<file path="src/hw/chirq_defines.svh">
// register offsets, field positions, reset values and sizes of the channel interrupt bank
// included by the package and by the testbench; definitions only
`ifndef CHIRQ_DEFINES_SVH
`define CHIRQ_DEFINES_SVH

`define CHIRQ_NUM_CH 12
`define CHIRQ_HALF_CH 6
`define CHIRQ_NUM_COND 4
`define CHIRQ_COND_W 48
`define CHIRQ_NUM_CTL 4

// low address nibble inside a channel block
`define CHIRQ_LO_PSW_CONTROL 4'h0
`define CHIRQ_LO_SRC_ENABLE 4'h1
`define CHIRQ_LO_SRC_STATUS 4'h2
`define CHIRQ_LO_ALARM_STATUS 4'h3
`define CHIRQ_LO_CTL_FIRST 4'h4
`define CHIRQ_LO_CTL_LAST 4'h7
`define CHIRQ_LO_PSW_STATUS 4'h8
`define CHIRQ_LO_ERR_FIRST 4'hA
`define CHIRQ_LO_ERR_LAST 4'hC

// global registers
`define CHIRQ_ADDR_CIE_LOW 8'h60
`define CHIRQ_ADDR_SUM_LOW 8'h61
`define CHIRQ_ADDR_PART 8'h6E
`define CHIRQ_ADDR_REV 8'h6F
`define CHIRQ_ADDR_EVT_LOW 8'h70
`define CHIRQ_ADDR_MASK_LOW 8'h71
`define CHIRQ_ADDR_CIE_HIGH 8'hE0
`define CHIRQ_ADDR_SUM_HIGH 8'hE1
`define CHIRQ_ADDR_EVT_HIGH 8'hF0
`define CHIRQ_ADDR_MASK_HIGH 8'hF1

// condition bit positions within a channel
`define CHIRQ_BIT_DRIVE_MON 0
`define CHIRQ_BIT_SIGNAL_LOST 1
`define CHIRQ_BIT_LOCK_LOST 2
`define CHIRQ_BIT_BUF_LIMIT 3

`define CHIRQ_RST_BYTE 8'h00
`define CHIRQ_RST_NIB 4'h0
`define CHIRQ_RST_CH 12'h000

`endif

</file>
<file path="src/hw/chirq_pkg.sv">
// state types of the channel interrupt bank
// assumes chirq_defines.svh on the include path
`include "chirq_defines.svh"

package chirq_pkg;

    typedef struct packed {
        logic [`CHIRQ_COND_W-1:0] stage1;
        logic [`CHIRQ_COND_W-1:0] stage2;
    } chirq_sync_state_type;

    typedef struct packed {
        logic primed;
        logic [`CHIRQ_NUM_COND-1:0] prevCond;
        logic [`CHIRQ_NUM_COND-1:0] enable;
        logic [`CHIRQ_NUM_COND-1:0] status;
    } chirq_chan_state_type;

    typedef struct packed {
        logic [`CHIRQ_NUM_CH-1:0][`CHIRQ_NUM_CTL-1:0][7:0] ctl;
        logic [`CHIRQ_NUM_CH-1:0] chanEnable;
        logic [`CHIRQ_NUM_CH-1:0] evt;
        logic [`CHIRQ_NUM_CH-1:0] mask;
        logic [`CHIRQ_NUM_CH-1:0] pendPrev;
        logic [7:0] rdData;
    } chirq_bank_state_type;

endpackage : chirq_pkg

</file>
<file path="src/hw/chirq_bank.sv">
// channel interrupt summary, identity and per-channel register bank
// assumes a host register port on ref_clk with one-cycle strobes
// and line condition pins that are asynchronous to ref_clk
//
// What this block does
// high summary register shows channels 11 to 6
// low summary register shows channels 0 to 5
// summary bit one while channel interrupt pending
// summary bit holds until source status read
// host reads source status after summary
// part number register fixed, writes ignored
// revision register: upper nibble zero, lower revision
// twelve registers per channel, twelve channels; protection switch and error counter registers read zero here
// channels at nibbles 0-5 and 8-D
// summary bits 7 and 6 read zero
// enabled condition change raises channel interrupt
//
// The address-and-strobe port was left to the implementer.
`timescale 1ns/1ps
`default_nettype none

module chirq_bank import chirq_pkg::*; #(
    parameter logic [7:0] PART_ID = 8'hA5, // value is arbitrary
    parameter logic [3:0] REV_ID = 4'h3 // value is arbitrary
) (
    input wire logic ref_clk, // system clock, 200 MHz
    input wire logic rst_n, // synchronous reset, active low
    input wire logic [7:0] addr, // register address
    input wire logic [7:0] wrData, // write data
    input wire logic wrStrobe, // one-cycle write strobe
    input wire logic rdStrobe, // one-cycle read strobe
    output logic [7:0] rdData, // read data, cycle after rdStrobe
    input wire logic [`CHIRQ_NUM_CH-1:0] bufLimitAlarm, // buffer_limit_alarm pins
    input wire logic [`CHIRQ_NUM_CH-1:0] receiveLockLost, // receive_lock_lost pins
    input wire logic [`CHIRQ_NUM_CH-1:0] receiveSignalLost, // receive_signal_lost pins
    input wire logic [`CHIRQ_NUM_CH-1:0] transmitDriveMonitor, // transmit_drive_monitor pins
    output logic irqOut // level interrupt, high while unmasked event
);
    chirq_bank_state_type state_q, state_d;

    logic [`CHIRQ_COND_W-1:0] condRaw;
    logic [`CHIRQ_COND_W-1:0] condSync;
    logic [`CHIRQ_NUM_CH-1:0][`CHIRQ_NUM_COND-1:0] chanCond;
    logic [`CHIRQ_NUM_CH-1:0][`CHIRQ_NUM_COND-1:0] chanEnableOut;
    logic [`CHIRQ_NUM_CH-1:0][`CHIRQ_NUM_COND-1:0] chanStatusOut;
    logic [`CHIRQ_NUM_CH-1:0] chanPending;
    logic [`CHIRQ_NUM_CH-1:0] srcEnableWr;
    logic [`CHIRQ_NUM_CH-1:0] srcStatusRd;
    logic [3:0] addrHi;
    logic [3:0] addrLo;
    logic chanHit;
    logic [3:0] chanIdx;
    logic [`CHIRQ_NUM_CH-1:0] pendRise;
    logic [7:0] rdValue;
    logic [1:0] ctlSel;

    assign addrHi = addr[7:4];
    assign addrLo = addr[3:0];

    // channel blocks at 0x0-0x5 and 0x8-0xD
    always_comb begin
        chanHit = (addrHi[2:0] <= 3'h5);
        chanIdx = addrHi[3] ? ({1'b0, addrHi[2:0]} + 4'h6) : {1'b0, addrHi[2:0]};
    end

    assign ctlSel = addrLo[1:0];

    genvar ch;
    generate
        for (ch = 0; ch < `CHIRQ_NUM_CH; ch = ch + 1) begin : gChan
            // pin order per channel follows the condition bit positions
            assign condRaw[ch*`CHIRQ_NUM_COND + `CHIRQ_BIT_DRIVE_MON] = transmitDriveMonitor[ch];
            assign condRaw[ch*`CHIRQ_NUM_COND + `CHIRQ_BIT_SIGNAL_LOST] = receiveSignalLost[ch];
            assign condRaw[ch*`CHIRQ_NUM_COND + `CHIRQ_BIT_LOCK_LOST] = receiveLockLost[ch];
            assign condRaw[ch*`CHIRQ_NUM_COND + `CHIRQ_BIT_BUF_LIMIT] = bufLimitAlarm[ch];
            assign chanCond[ch] = condSync[ch*`CHIRQ_NUM_COND +: `CHIRQ_NUM_COND];
            // one identical register set per channel
            assign srcEnableWr[ch] = wrStrobe && chanHit && (chanIdx == 4'(ch))
                && (addrLo == `CHIRQ_LO_SRC_ENABLE);
            assign srcStatusRd[ch] = rdStrobe && chanHit && (chanIdx == 4'(ch))
                && (addrLo == `CHIRQ_LO_SRC_STATUS);

            chirq_chan uChan (
                .ref_clk(ref_clk),
                .rst_n(rst_n),
                .condIn(chanCond[ch]),
                .enableWr(srcEnableWr[ch]),
                .enableData(wrData[`CHIRQ_NUM_COND-1:0]),
                .statusRd(srcStatusRd[ch]),
                .enableOut(chanEnableOut[ch]),
                .statusOut(chanStatusOut[ch]),
                .pending(chanPending[ch])
            );
        end
    endgenerate

    chirq_sync uSync (
        .ref_clk(ref_clk),
        .rst_n(rst_n),
        .asyncIn(condRaw),
        .syncOut(condSync)
    );

    // read multiplexer; unmapped addresses read zero
    always_comb begin
        rdValue = `CHIRQ_RST_BYTE;
        if (chanHit) begin
            if (addrLo == `CHIRQ_LO_SRC_ENABLE) begin
                rdValue = {4'h0, chanEnableOut[chanIdx]};
            end else if (addrLo == `CHIRQ_LO_SRC_STATUS) begin
                rdValue = {4'h0, chanStatusOut[chanIdx]};
            end else if (addrLo == `CHIRQ_LO_ALARM_STATUS) begin
                rdValue = {4'h0, chanCond[chanIdx]};
            end else if (addrLo >= `CHIRQ_LO_CTL_FIRST && addrLo <= `CHIRQ_LO_CTL_LAST) begin
                rdValue = state_q.ctl[chanIdx][ctlSel];
            end else begin
                // protection switch and error counter locations read zero here
                rdValue = `CHIRQ_RST_BYTE;
            end
        end else begin
            case (addr)
                // low summary, top two bits zero
                `CHIRQ_ADDR_SUM_LOW: begin
                    rdValue = {2'b00, chanPending[`CHIRQ_HALF_CH-1:0]};
                end
                // high summary, top two bits zero
                `CHIRQ_ADDR_SUM_HIGH: begin
                    rdValue = {2'b00, chanPending[`CHIRQ_NUM_CH-1:`CHIRQ_HALF_CH]};
                end
                `CHIRQ_ADDR_CIE_LOW: begin
                    rdValue = {2'b00, state_q.chanEnable[`CHIRQ_HALF_CH-1:0]};
                end
                `CHIRQ_ADDR_CIE_HIGH: begin
                    rdValue = {2'b00, state_q.chanEnable[`CHIRQ_NUM_CH-1:`CHIRQ_HALF_CH]};
                end
                // fixed part number
                `CHIRQ_ADDR_PART: begin
                    rdValue = PART_ID;
                end
                // revision digit in low nibble
                `CHIRQ_ADDR_REV: begin
                    rdValue = {4'h0, REV_ID};
                end
                `CHIRQ_ADDR_EVT_LOW: begin
                    rdValue = {2'b00, state_q.evt[`CHIRQ_HALF_CH-1:0]};
                end
                `CHIRQ_ADDR_EVT_HIGH: begin
                    rdValue = {2'b00, state_q.evt[`CHIRQ_NUM_CH-1:`CHIRQ_HALF_CH]};
                end
                `CHIRQ_ADDR_MASK_LOW: begin
                    rdValue = {2'b00, state_q.mask[`CHIRQ_HALF_CH-1:0]};
                end
                `CHIRQ_ADDR_MASK_HIGH: begin
                    rdValue = {2'b00, state_q.mask[`CHIRQ_NUM_CH-1:`CHIRQ_HALF_CH]};
                end
                default: begin
                    rdValue = `CHIRQ_RST_BYTE;
                end
            endcase
        end
    end

    // a channel event is a new pending bit on an enabled channel
    assign pendRise = chanPending & ~state_q.pendPrev & state_q.chanEnable;

    always_comb begin
        state_d = state_q;
        state_d.pendPrev = chanPending;
        // read data stands only in the cycle after the strobe
        state_d.rdData = rdStrobe ? rdValue : `CHIRQ_RST_BYTE;
        if (wrStrobe && chanHit && addrLo >= `CHIRQ_LO_CTL_FIRST
            && addrLo <= `CHIRQ_LO_CTL_LAST) begin
            state_d.ctl[chanIdx][ctlSel] = wrData;
        end
        if (wrStrobe && !chanHit) begin
            case (addr)
                `CHIRQ_ADDR_CIE_LOW: begin
                    state_d.chanEnable[`CHIRQ_HALF_CH-1:0] = wrData[`CHIRQ_HALF_CH-1:0];
                end
                `CHIRQ_ADDR_CIE_HIGH: begin
                    state_d.chanEnable[`CHIRQ_NUM_CH-1:`CHIRQ_HALF_CH] =
                        wrData[`CHIRQ_HALF_CH-1:0];
                end
                `CHIRQ_ADDR_MASK_LOW: begin
                    state_d.mask[`CHIRQ_HALF_CH-1:0] = wrData[`CHIRQ_HALF_CH-1:0];
                end
                `CHIRQ_ADDR_MASK_HIGH: begin
                    state_d.mask[`CHIRQ_NUM_CH-1:`CHIRQ_HALF_CH] = wrData[`CHIRQ_HALF_CH-1:0];
                end
                `CHIRQ_ADDR_EVT_LOW: begin
                    state_d.evt[`CHIRQ_HALF_CH-1:0] =
                        state_q.evt[`CHIRQ_HALF_CH-1:0] & ~wrData[`CHIRQ_HALF_CH-1:0];
                end
                `CHIRQ_ADDR_EVT_HIGH: begin
                    state_d.evt[`CHIRQ_NUM_CH-1:`CHIRQ_HALF_CH] =
                        state_q.evt[`CHIRQ_NUM_CH-1:`CHIRQ_HALF_CH] & ~wrData[`CHIRQ_HALF_CH-1:0];
                end
                default: begin
                    // summary, part number and revision ignore writes
                    state_d.evt = state_d.evt;
                end
            endcase
        end
        // a new event beats a clear written in the same cycle
        state_d.evt = state_d.evt | pendRise;
    end

    always_ff @(posedge ref_clk) begin
        if (!rst_n) begin
            state_q <= '0;
        end else begin
            state_q <= state_d;
        end
    end

    assign rdData = state_q.rdData;
    assign irqOut = |(state_q.evt & state_q.mask);

    // helper copies for checking the read path
    logic [`CHIRQ_NUM_CH-1:0] pendAtRead;
    always_ff @(posedge ref_clk) begin
        if (!rst_n) begin
            pendAtRead <= `CHIRQ_RST_CH;
        end else begin
            pendAtRead <= chanPending;
        end
    end
endmodule : chirq_bank

`default_nettype wire

</file>
<file path="src/hw/chirq_sync.sv">
// two-stage synchroniser for the line condition pins
// assumes the pins change asynchronously to ref_clk
`timescale 1ns/1ps
`default_nettype none

module chirq_sync import chirq_pkg::*; (
    input wire logic ref_clk, // system clock
    input wire logic rst_n, // synchronous reset, active low
    input wire logic [`CHIRQ_COND_W-1:0] asyncIn, // raw condition pins
    output logic [`CHIRQ_COND_W-1:0] syncOut // levels safe to use
);
    chirq_sync_state_type state_q, state_d;

    always_comb begin
        state_d = state_q;
        state_d.stage1 = asyncIn;
        state_d.stage2 = state_q.stage1;
    end

    always_ff @(posedge ref_clk) begin
        if (!rst_n) begin
            state_q <= '0;
        end else begin
            state_q <= state_d;
        end
    end

    assign syncOut = state_q.stage2;
endmodule : chirq_sync

`default_nettype wire

</file>
<file path="src/hw/chirq_chan.sv">
// source-level interrupt logic of one channel: enable, sticky status, pending bit
// assumes synchronised condition levels and one-cycle strobes from the bank
`timescale 1ns/1ps
`default_nettype none

module chirq_chan import chirq_pkg::*; (
    input wire logic ref_clk, // system clock
    input wire logic rst_n, // synchronous reset, active low
    input wire logic [`CHIRQ_NUM_COND-1:0] condIn, // synchronised conditions
    input wire logic enableWr, // write to source_irq_enable
    input wire logic [`CHIRQ_NUM_COND-1:0] enableData, // new enable bits
    input wire logic statusRd, // host reads source_irq_status
    output logic [`CHIRQ_NUM_COND-1:0] enableOut, // source_irq_enable
    output logic [`CHIRQ_NUM_COND-1:0] statusOut, // source_irq_status
    output logic pending // channel summary bit
);
    chirq_chan_state_type state_q, state_d;
    logic [`CHIRQ_NUM_COND-1:0] change;

    always_comb begin
        state_d = state_q;
        // no edge is seen until one sampled level exists
        change = state_q.primed ? (condIn ^ state_q.prevCond) : `CHIRQ_RST_NIB;
        state_d.prevCond = condIn;
        state_d.primed = 1'b1;
        if (enableWr) begin
            state_d.enable = enableData;
        end
        // cleared by status read
        if (statusRd) begin
            state_d.status = `CHIRQ_RST_NIB;
        end
        // declare or clear sets, beats the read clear
        state_d.status = state_d.status | (change & state_q.enable);
    end

    always_ff @(posedge ref_clk) begin
        if (!rst_n) begin
            state_q <= '0;
        end else begin
            state_q <= state_d;
        end
    end

    assign enableOut = state_q.enable;
    assign statusOut = state_q.status;
    // set while any source awaits service
    assign pending = |state_q.status;
endmodule : chirq_chan

`default_nettype wire

</file>
<file path="config.mk">
export PLATFORM = sky130hd
export DESIGN_NAME = chirq_bank
export DESIGN_NICKNAME = d
export VERILOG_FILES = /design/src/hw/chirq_pkg.sv /design/src/hw/chirq_bank.sv /design/src/hw/chirq_sync.sv /design/src/hw/chirq_chan.sv
export VERILOG_INCLUDE_DIRS = /design/src /design/src/hw
export SDC_FILE = /design/constraint.sdc
export NUM_CORES = 2
export LEC_CHECK = 0
export ABC_CLOCK_PERIOD_IN_PS = 3500
export BUFFER_PORTS_ARGS = -buffer_cell sky130_fd_sc_hd__buf_4
export CELL_PAD_IN_SITES_DETAIL_PLACEMENT = 1
export CELL_PAD_IN_SITES_GLOBAL_PLACEMENT = 2
export CORE_AREA = 2 2 278 280
export DETAILED_ROUTE_END_ITERATION = 8
export DIE_AREA = 0 0 280 282
export PLACE_DENSITY_LB_ADDON = 0.3
export SLEW_MARGIN = 20
export SYNTH_ARGS = -nofsm -noshare
export SYNTH_HDL_FRONTEND = slang
export SYNTH_HIERARCHICAL = 1
export SYNTH_SLANG_ARGS = --single-unit
</file>
<file path="constraint.sdc">
create_clock -name ref_clk -period 3.5 [get_ports ref_clk]
set_input_delay 0.7 -clock ref_clk [delete_from_list [all_inputs] [get_ports ref_clk]]
set_output_delay 0.7 -clock ref_clk [all_outputs]
set_load 0.01 [all_outputs]
</file>
### After elaboration in Yosys (flattened, before gate mapping)

Index checks and enable logic that the tools add are counted.

* logic and storage cells: 332
* bits of input ports: 68
* register bits after elaboration: 692

* reductions and logical operators: 76
* order comparisons: 7
* eq/ne operators: 24
* mux-type cells: 75
* bitwise logic cells: 44
* add/sub/neg operators: 1

Operator list (number)
* $bwmux W384: 1
* $mux W4: 40
* $mux W13: 12
* $bmux W32 S4: 1
* $demux W32 S4: 1
* $pmux W8 S10: 1
* $mux W32: 2
* $logic_and A1 B1 Y1: 56
* $mux W8: 7
* $and A4 B4 Y4: 12
* $bmux W4 S4: 3
* $eq A8 B7 Y1 const B: 6
* $or A4 B4 Y4: 12
* $reduce_or A4 Y1: 12
* $xor A4 B4 Y4: 12
* $and A12 B12 Y12: 3
* $eq A8 B8 Y1 const B: 4
* $mux W24: 1
* $mux W6: 4
* $bmux W8 S2: 1
* $demux W8 S2: 1
* $eq A4 B2 Y1 const B: 4
* $eq A4 B3 Y1 const B: 4
* $eq A4 B4 Y1 const B: 4
* other kinds (17): 23

### Logic depth before layout (Yosys ltp)

* depth after elaboration: 11
* depth in mapped cells: 15

### Modules after synthesis

Netlist, hierarchy kept.

Modules (own cells, without submodules)
* chirq_bank: cells each 2429, times used 1, area each 22193.8 sq um
* chirq_chan: cells each 45, times used 12, area each 511.7 sq um
* chirq_sync: cells each 202, times used 1, area each 2603.7 sq um

### Least setup slack after synthesis

Ideal clock, no wire load.

* path type: input -> register
* from: input port addr[6]
* to: register state_q, in the netlist rdData[0]
* arrival: 2.828 ns
* stages: 13
* data required time: 3.377 ns
* library setup time: 0.123 ns
* setup slack: 0.549 ns
* buffers on the path: 3
* cell sequence: buf_2 -> inv_1 -> ha_1 -> clkbuf_1 -> nand2_1 -> and2_1 -> buf_6 -> mux4_1 -> mux2_2 -> a221oi_2 -> nor2_1 -> a32oi_1 -> o21ai_1

* cells in the longest elaborated chain, start to end: 11
* elaborated cells between the ends (all ways): 29
* classes of those cells: add/sub (1); order compare (1); eq/ne (10); mux (17)

RTL lines
* from (decl): RTL line chirq_bank.sv:28 `input wire logic [7:0] addr,`
* $add A3 B3 Y4: RTL line chirq_bank.sv:63 `chanIdx = addrHi[3] ? ({1'b0, addrHi[2:0]} + 4'h6) : {1'b0, addrHi[2:0]};`
* $mux W4: RTL line chirq_bank.sv:63
* $bmux W32 S4: RTL line chirq_bank.sv:115 `rdValue = state_q.ctl[chanIdx][ctlSel];`
* $mux W32 (not written as such): RTL line chirq_bank.sv:115
* $bmux W8 S2: RTL line chirq_bank.sv:115
* $mux W8 (not written as such): RTL line chirq_bank.sv:115
* $mux W8: RTL line chirq_bank.sv:114 `` end else if (addrLo >= `CHIRQ_LO_CTL_FIRST && addrLo <= `CHIRQ_LO_CTL_LAST) begin ``
* $mux W8: RTL line chirq_bank.sv:112 `` end else if (addrLo == `CHIRQ_LO_ALARM_STATUS) begin ``
* $mux W8: RTL line chirq_bank.sv:110 `` end else if (addrLo == `CHIRQ_LO_SRC_STATUS) begin ``
* $mux W8: RTL line chirq_bank.sv:108 `` if (addrLo == `CHIRQ_LO_SRC_ENABLE) begin ``
* $mux W8 (*): RTL line chirq_bank.sv:107 `if (chanHit) begin`
* to (signal assigned): RTL line chirq_bank.sv:212 `state_q <= state_d;`
* to (decl): RTL line chirq_bank.sv:39 `chirq_bank_state_type state_q, state_d;`

Every way passes the cells marked *; elsewhere a longest branch is shown, timed or not. The select of a mux whose other input is x is not followed.
A chain may end at the register's enable or synchronous reset.

### Worst setup path after layout

* from: input port addr[7]
* to: register state_q, in the netlist rdData[1]

* cells in the longest elaborated chain, start to end: 10
* elaborated cells between the ends (all ways): 27
* classes of those cells: eq/ne (10); mux (17)

RTL lines (RTL line)
* $mux W4: chirq_bank.sv:63
* $bmux W32 S4: chirq_bank.sv:115
* $mux W32 (not written as such): chirq_bank.sv:115
* $bmux W8 S2: chirq_bank.sv:115
* $mux W8 (not written as such): chirq_bank.sv:115
* $mux W8: chirq_bank.sv:114
* $mux W8: chirq_bank.sv:112
* $mux W8: chirq_bank.sv:110
* $mux W8: chirq_bank.sv:108
* $mux W8 (*): chirq_bank.sv:107

Marked as above.

==> impl_metrics.tcl <==
set metrics [dict create \
    hp-start "receiveSignalLost[7]" \
    fin_crit_ns 3.23 \
    synth_cell_types 65 \
    crit_path_top_delay_cell "xor2_4" \
    drive_gt1_frac 0.157 \
    grt_pass1_vias 25300 \
    clock_latency_ns 0.66 \
    r2r-start "state_q[169]" \
    synth_area_mm2 0.0309 \
    drv_cap 0 \
    grt_busiest_layer "met2" \
    cp-start-kind "primary input" \
    grt_start_max_net_pins 143 \
    required_ns 3.95 \
    fp.dieH_um 282 \
    grt_use_total 0.259 \
    use_met1 0.333 \
    synth_area_leaders "dfxtp_1 45%, mux4_2 7.7%, mux2i_1 6.9%" \
    max_slew_margin 0.274 \
    postCtsSetupRepairBufs 0 \
    synth_seq_cells 692 \
    hold_buffers 0 \
    finalCritPeriodShare 0.924 \
    drt-vias-per-instance 5.74 \
    worst_pin_slew_ns 1.09 \
    worst_slack_ns 0.265 \
    drc 0 \
    fin_skew_ns 0.0247 \
    ir_worst_vdd_uv 457 \
    place_hpwl_um 69100 \
    drt_first_pass_iters 5 \
    cts_tree "built" \
    crit_path_cell_trace "buf_4 -> xor2_4 -> buf_12 -> nand2b_1 -> nor2_1 -> nor3_1 -> o311ai_0 -> a21oi_1 -> o21ai_0 -> o211ai_1" \
    cts_inserted_buffers 77 \
    critPathKind "in -> reg" \
    synth_top_flop_cell "dfxtp_1" \
    worst_path_largest_cell_delay_ns 0.58 \
    place_congestion 0.912 \
    hold_path.class "in -> reg" \
    avgRoutedWirePerCell_um 24.5 \
    fp.coreArea_mm2 0.0757 \
    status "completed" \
    slew_violations 0 \
    fmax_ghz 0.309 \
    worst-path-max-fanout 26 \
    synth_enable_flop_cells 0 \
    antenna_cells 0 \
    hold_viol 0 \
    area_delta_synth_final_pct 13.4 \
    htree_num_levels 3 \
    clockBufferDepth 3 \
    start_util 0.409 \
    worstSetupStartpoint "addr[7]" \
    seq_area_frac_synth 0.448 \
    timing.hold.ws_ns 0.245 \
    grt_pass1_wl_um 157000 \
    cts_resized 0 \
    yosysTopAreaCell "dfxtp_1" \
    clkTransAtPathRegs_ns 0.06 \
    io_buffer_count 76 \
    dieWidth_um 280 \
    grt_use_met3 0.0331 \
    fin_nets 3203 \
    drtAntennaViolNets 0 \
    pin_count 77 \
    synth_warnings 6 \
    gr-usage-met2 0.443 \
    dr.first_iter.drc_count 1662 \
    syn_area_per_cell_um2 9.76 \
    clock_tree.root_cell "clkbuf_16" \
    power_density_mw_per_mm2 500 \
    synth_top_area_frac 0.448 \
    syn_nets 3241 \
    rows 101 \
    finalSetupTns_ns 0 \
    endpoint_kind "flip-flop" \
    drt_wl_total_um 102000 \
    arrival_ns 3.68 \
    gr-total-overflow 0 \
    cts_sinks 692 \
    rsz0062_at_grt "false" \
    synthArstFlopShare 0 \
    die-area_mm2 0.0790 \
    synthCells 3171 \
    antenna_found_initial 2 \
    p_leak_nw 11.9 \
    via_count 24000 \
    finalSetupViolCount 0 \
    pre_cts_slack_ns -0.211 \
    num-fill-cells 8294 \
    finish.utilization 0.464 \
]
power breakdown:
| group | switching [mW] | internal (mW) |
|---|---|---|
| Sequential | 0.0401 | 7.96 |
| Combinational | 0.793 | 0.467 |
| Clock | 3.51 | 4.78 |
cells by family (layout without fill, tap and decap cells):
group,after synthesis,count (layout),share of synthesized area
and+or+nand+nor,1259,1259,0.207
DFF,692,692,0.448
AOI/OAI and AO/OA,479,479,0.117
buffers and inverters,363,387,0.0634
muxes,326,326,0.150
xor gates and xnor gates,50,50,0.0144
adders and majority gates,2,2,0.000809
critical path: cells and delay by family:
family | cells | cell delay, ns
compound gates | 4 | 1.37
xor+xnor | 1 | 0.58
simple gates | 3 | 0.53
buf+inv | 2 | 0.50
through the flow:
step / cell area [um^2] / instances / total power, mW
6_report: 35100 / 4173 / 17.6
5_1_grt: 35100 / 4173 / 18.1
4_1_cts: 35100 / 4173 / 17.7
3_5_place_dp: 32500 / 4032 / 9.42
3_3_place_gp: 32500 / 4032 / 9.40
2_1_floorplan: 30900 / 3171 / 8.90
layout make-up:
cell class | count | area [um^2] | area share
multi-input combinational | 2116 | 15200 | 0.434
sequential | 692 | 13900 | 0.395
clock buffer | 110 | 2180 | 0.0622
timing repair buffer | 232 | 2130 | 0.0607
tap | 978 | 1220 | 0.0349
clock inverter | 31 | 439 | 0.0125
inverter | 14 | 52.6 | 0.00150
per-layer routing:
metal / wire length (um) / vias to the layer above / part of all wire
li1: - / 10900 / -
met1: 44500 / 12300 / 0.43
met2: 49600 / 620 / 0.49
met3: 4400 / 166 / 0.043
met4: 3780 / 4 / 0.037
met5: 25 / - / 0.00024
cells in the mapped netlist (6+ instances only):
cell type	instances
and2b_1	12
nor2b_1	218
buf_2	32
nand2b_1	7
a311oi_1	10
o22ai_1	8
nor2_1	50
a21boi_0	256
a32o_1	48
clkbuf_2	12
a31oi_1	12
or4_1	13
buf_6	17
xor2_1	49
buf_1	13
o21ai_0	16
a221oi_1	8
nor3_1	20
mux4_2	106
a22oi_1	22
and2_1	172
clkbuf_1	164
and3_1	9
nand4_1	12
nand3_1	282
a32oi_1	17
dfxtp_1	692
inv_1	14
a21oi_1	41
o221ai_1	6
mux2i_1	213
nor2_2	14
buf_4	111
nand2_1	427
sequential cells by signal, summed over array words and instances, names as in the netlist:
name and count:
state_q 432, rdData 8, uSync/state_d 48, gChan.uChan/enableOut 48, gChan.uChan/state_q 60, gChan.uChan/statusOut 48, uSync/syncOut 48
path summary, 6_finish.rpt:
| path | endpoint | slack (ns) | depth (start not counted) |
|---|---|---|---|
| worst max-delay path | rdData[1] | 0.27 | 10 |
| worst min register to register | uSync/syncOut[11] | 0.43 | 1 |
| worst max register to register | rdData[1] | 1.04 | 8 |
| worst min-delay path | uSync/state_d[29] | 0.25 | 2 |
cells in the final DEF (no fill, tap or decap), types with 12 or more instances in the layout:
cell type and instances:
clkbuf_16 77, a32o_1 48, clkbuf_8 13, nor2_2 17, buf_12 30, nor3_1 19
clkinv_2 17, or4_1 13, a31oi_1 12, and2b_1 12, clkbuf_1 20, nor2_1 44
and2_1 172, xor2_1 48, mux2i_1 213, dfxtp_1 692, nand2_1 426, mux4_2 106
nor2b_1 217, nand3_1 282, a21oi_1 41, a32oi_1 17, o21ai_0 16, a22oi_1 22
a21boi_0 256, nand4_1 12, buf_4 200, inv_1 14
Note: power is estimated with default switching activity, not from simulation.
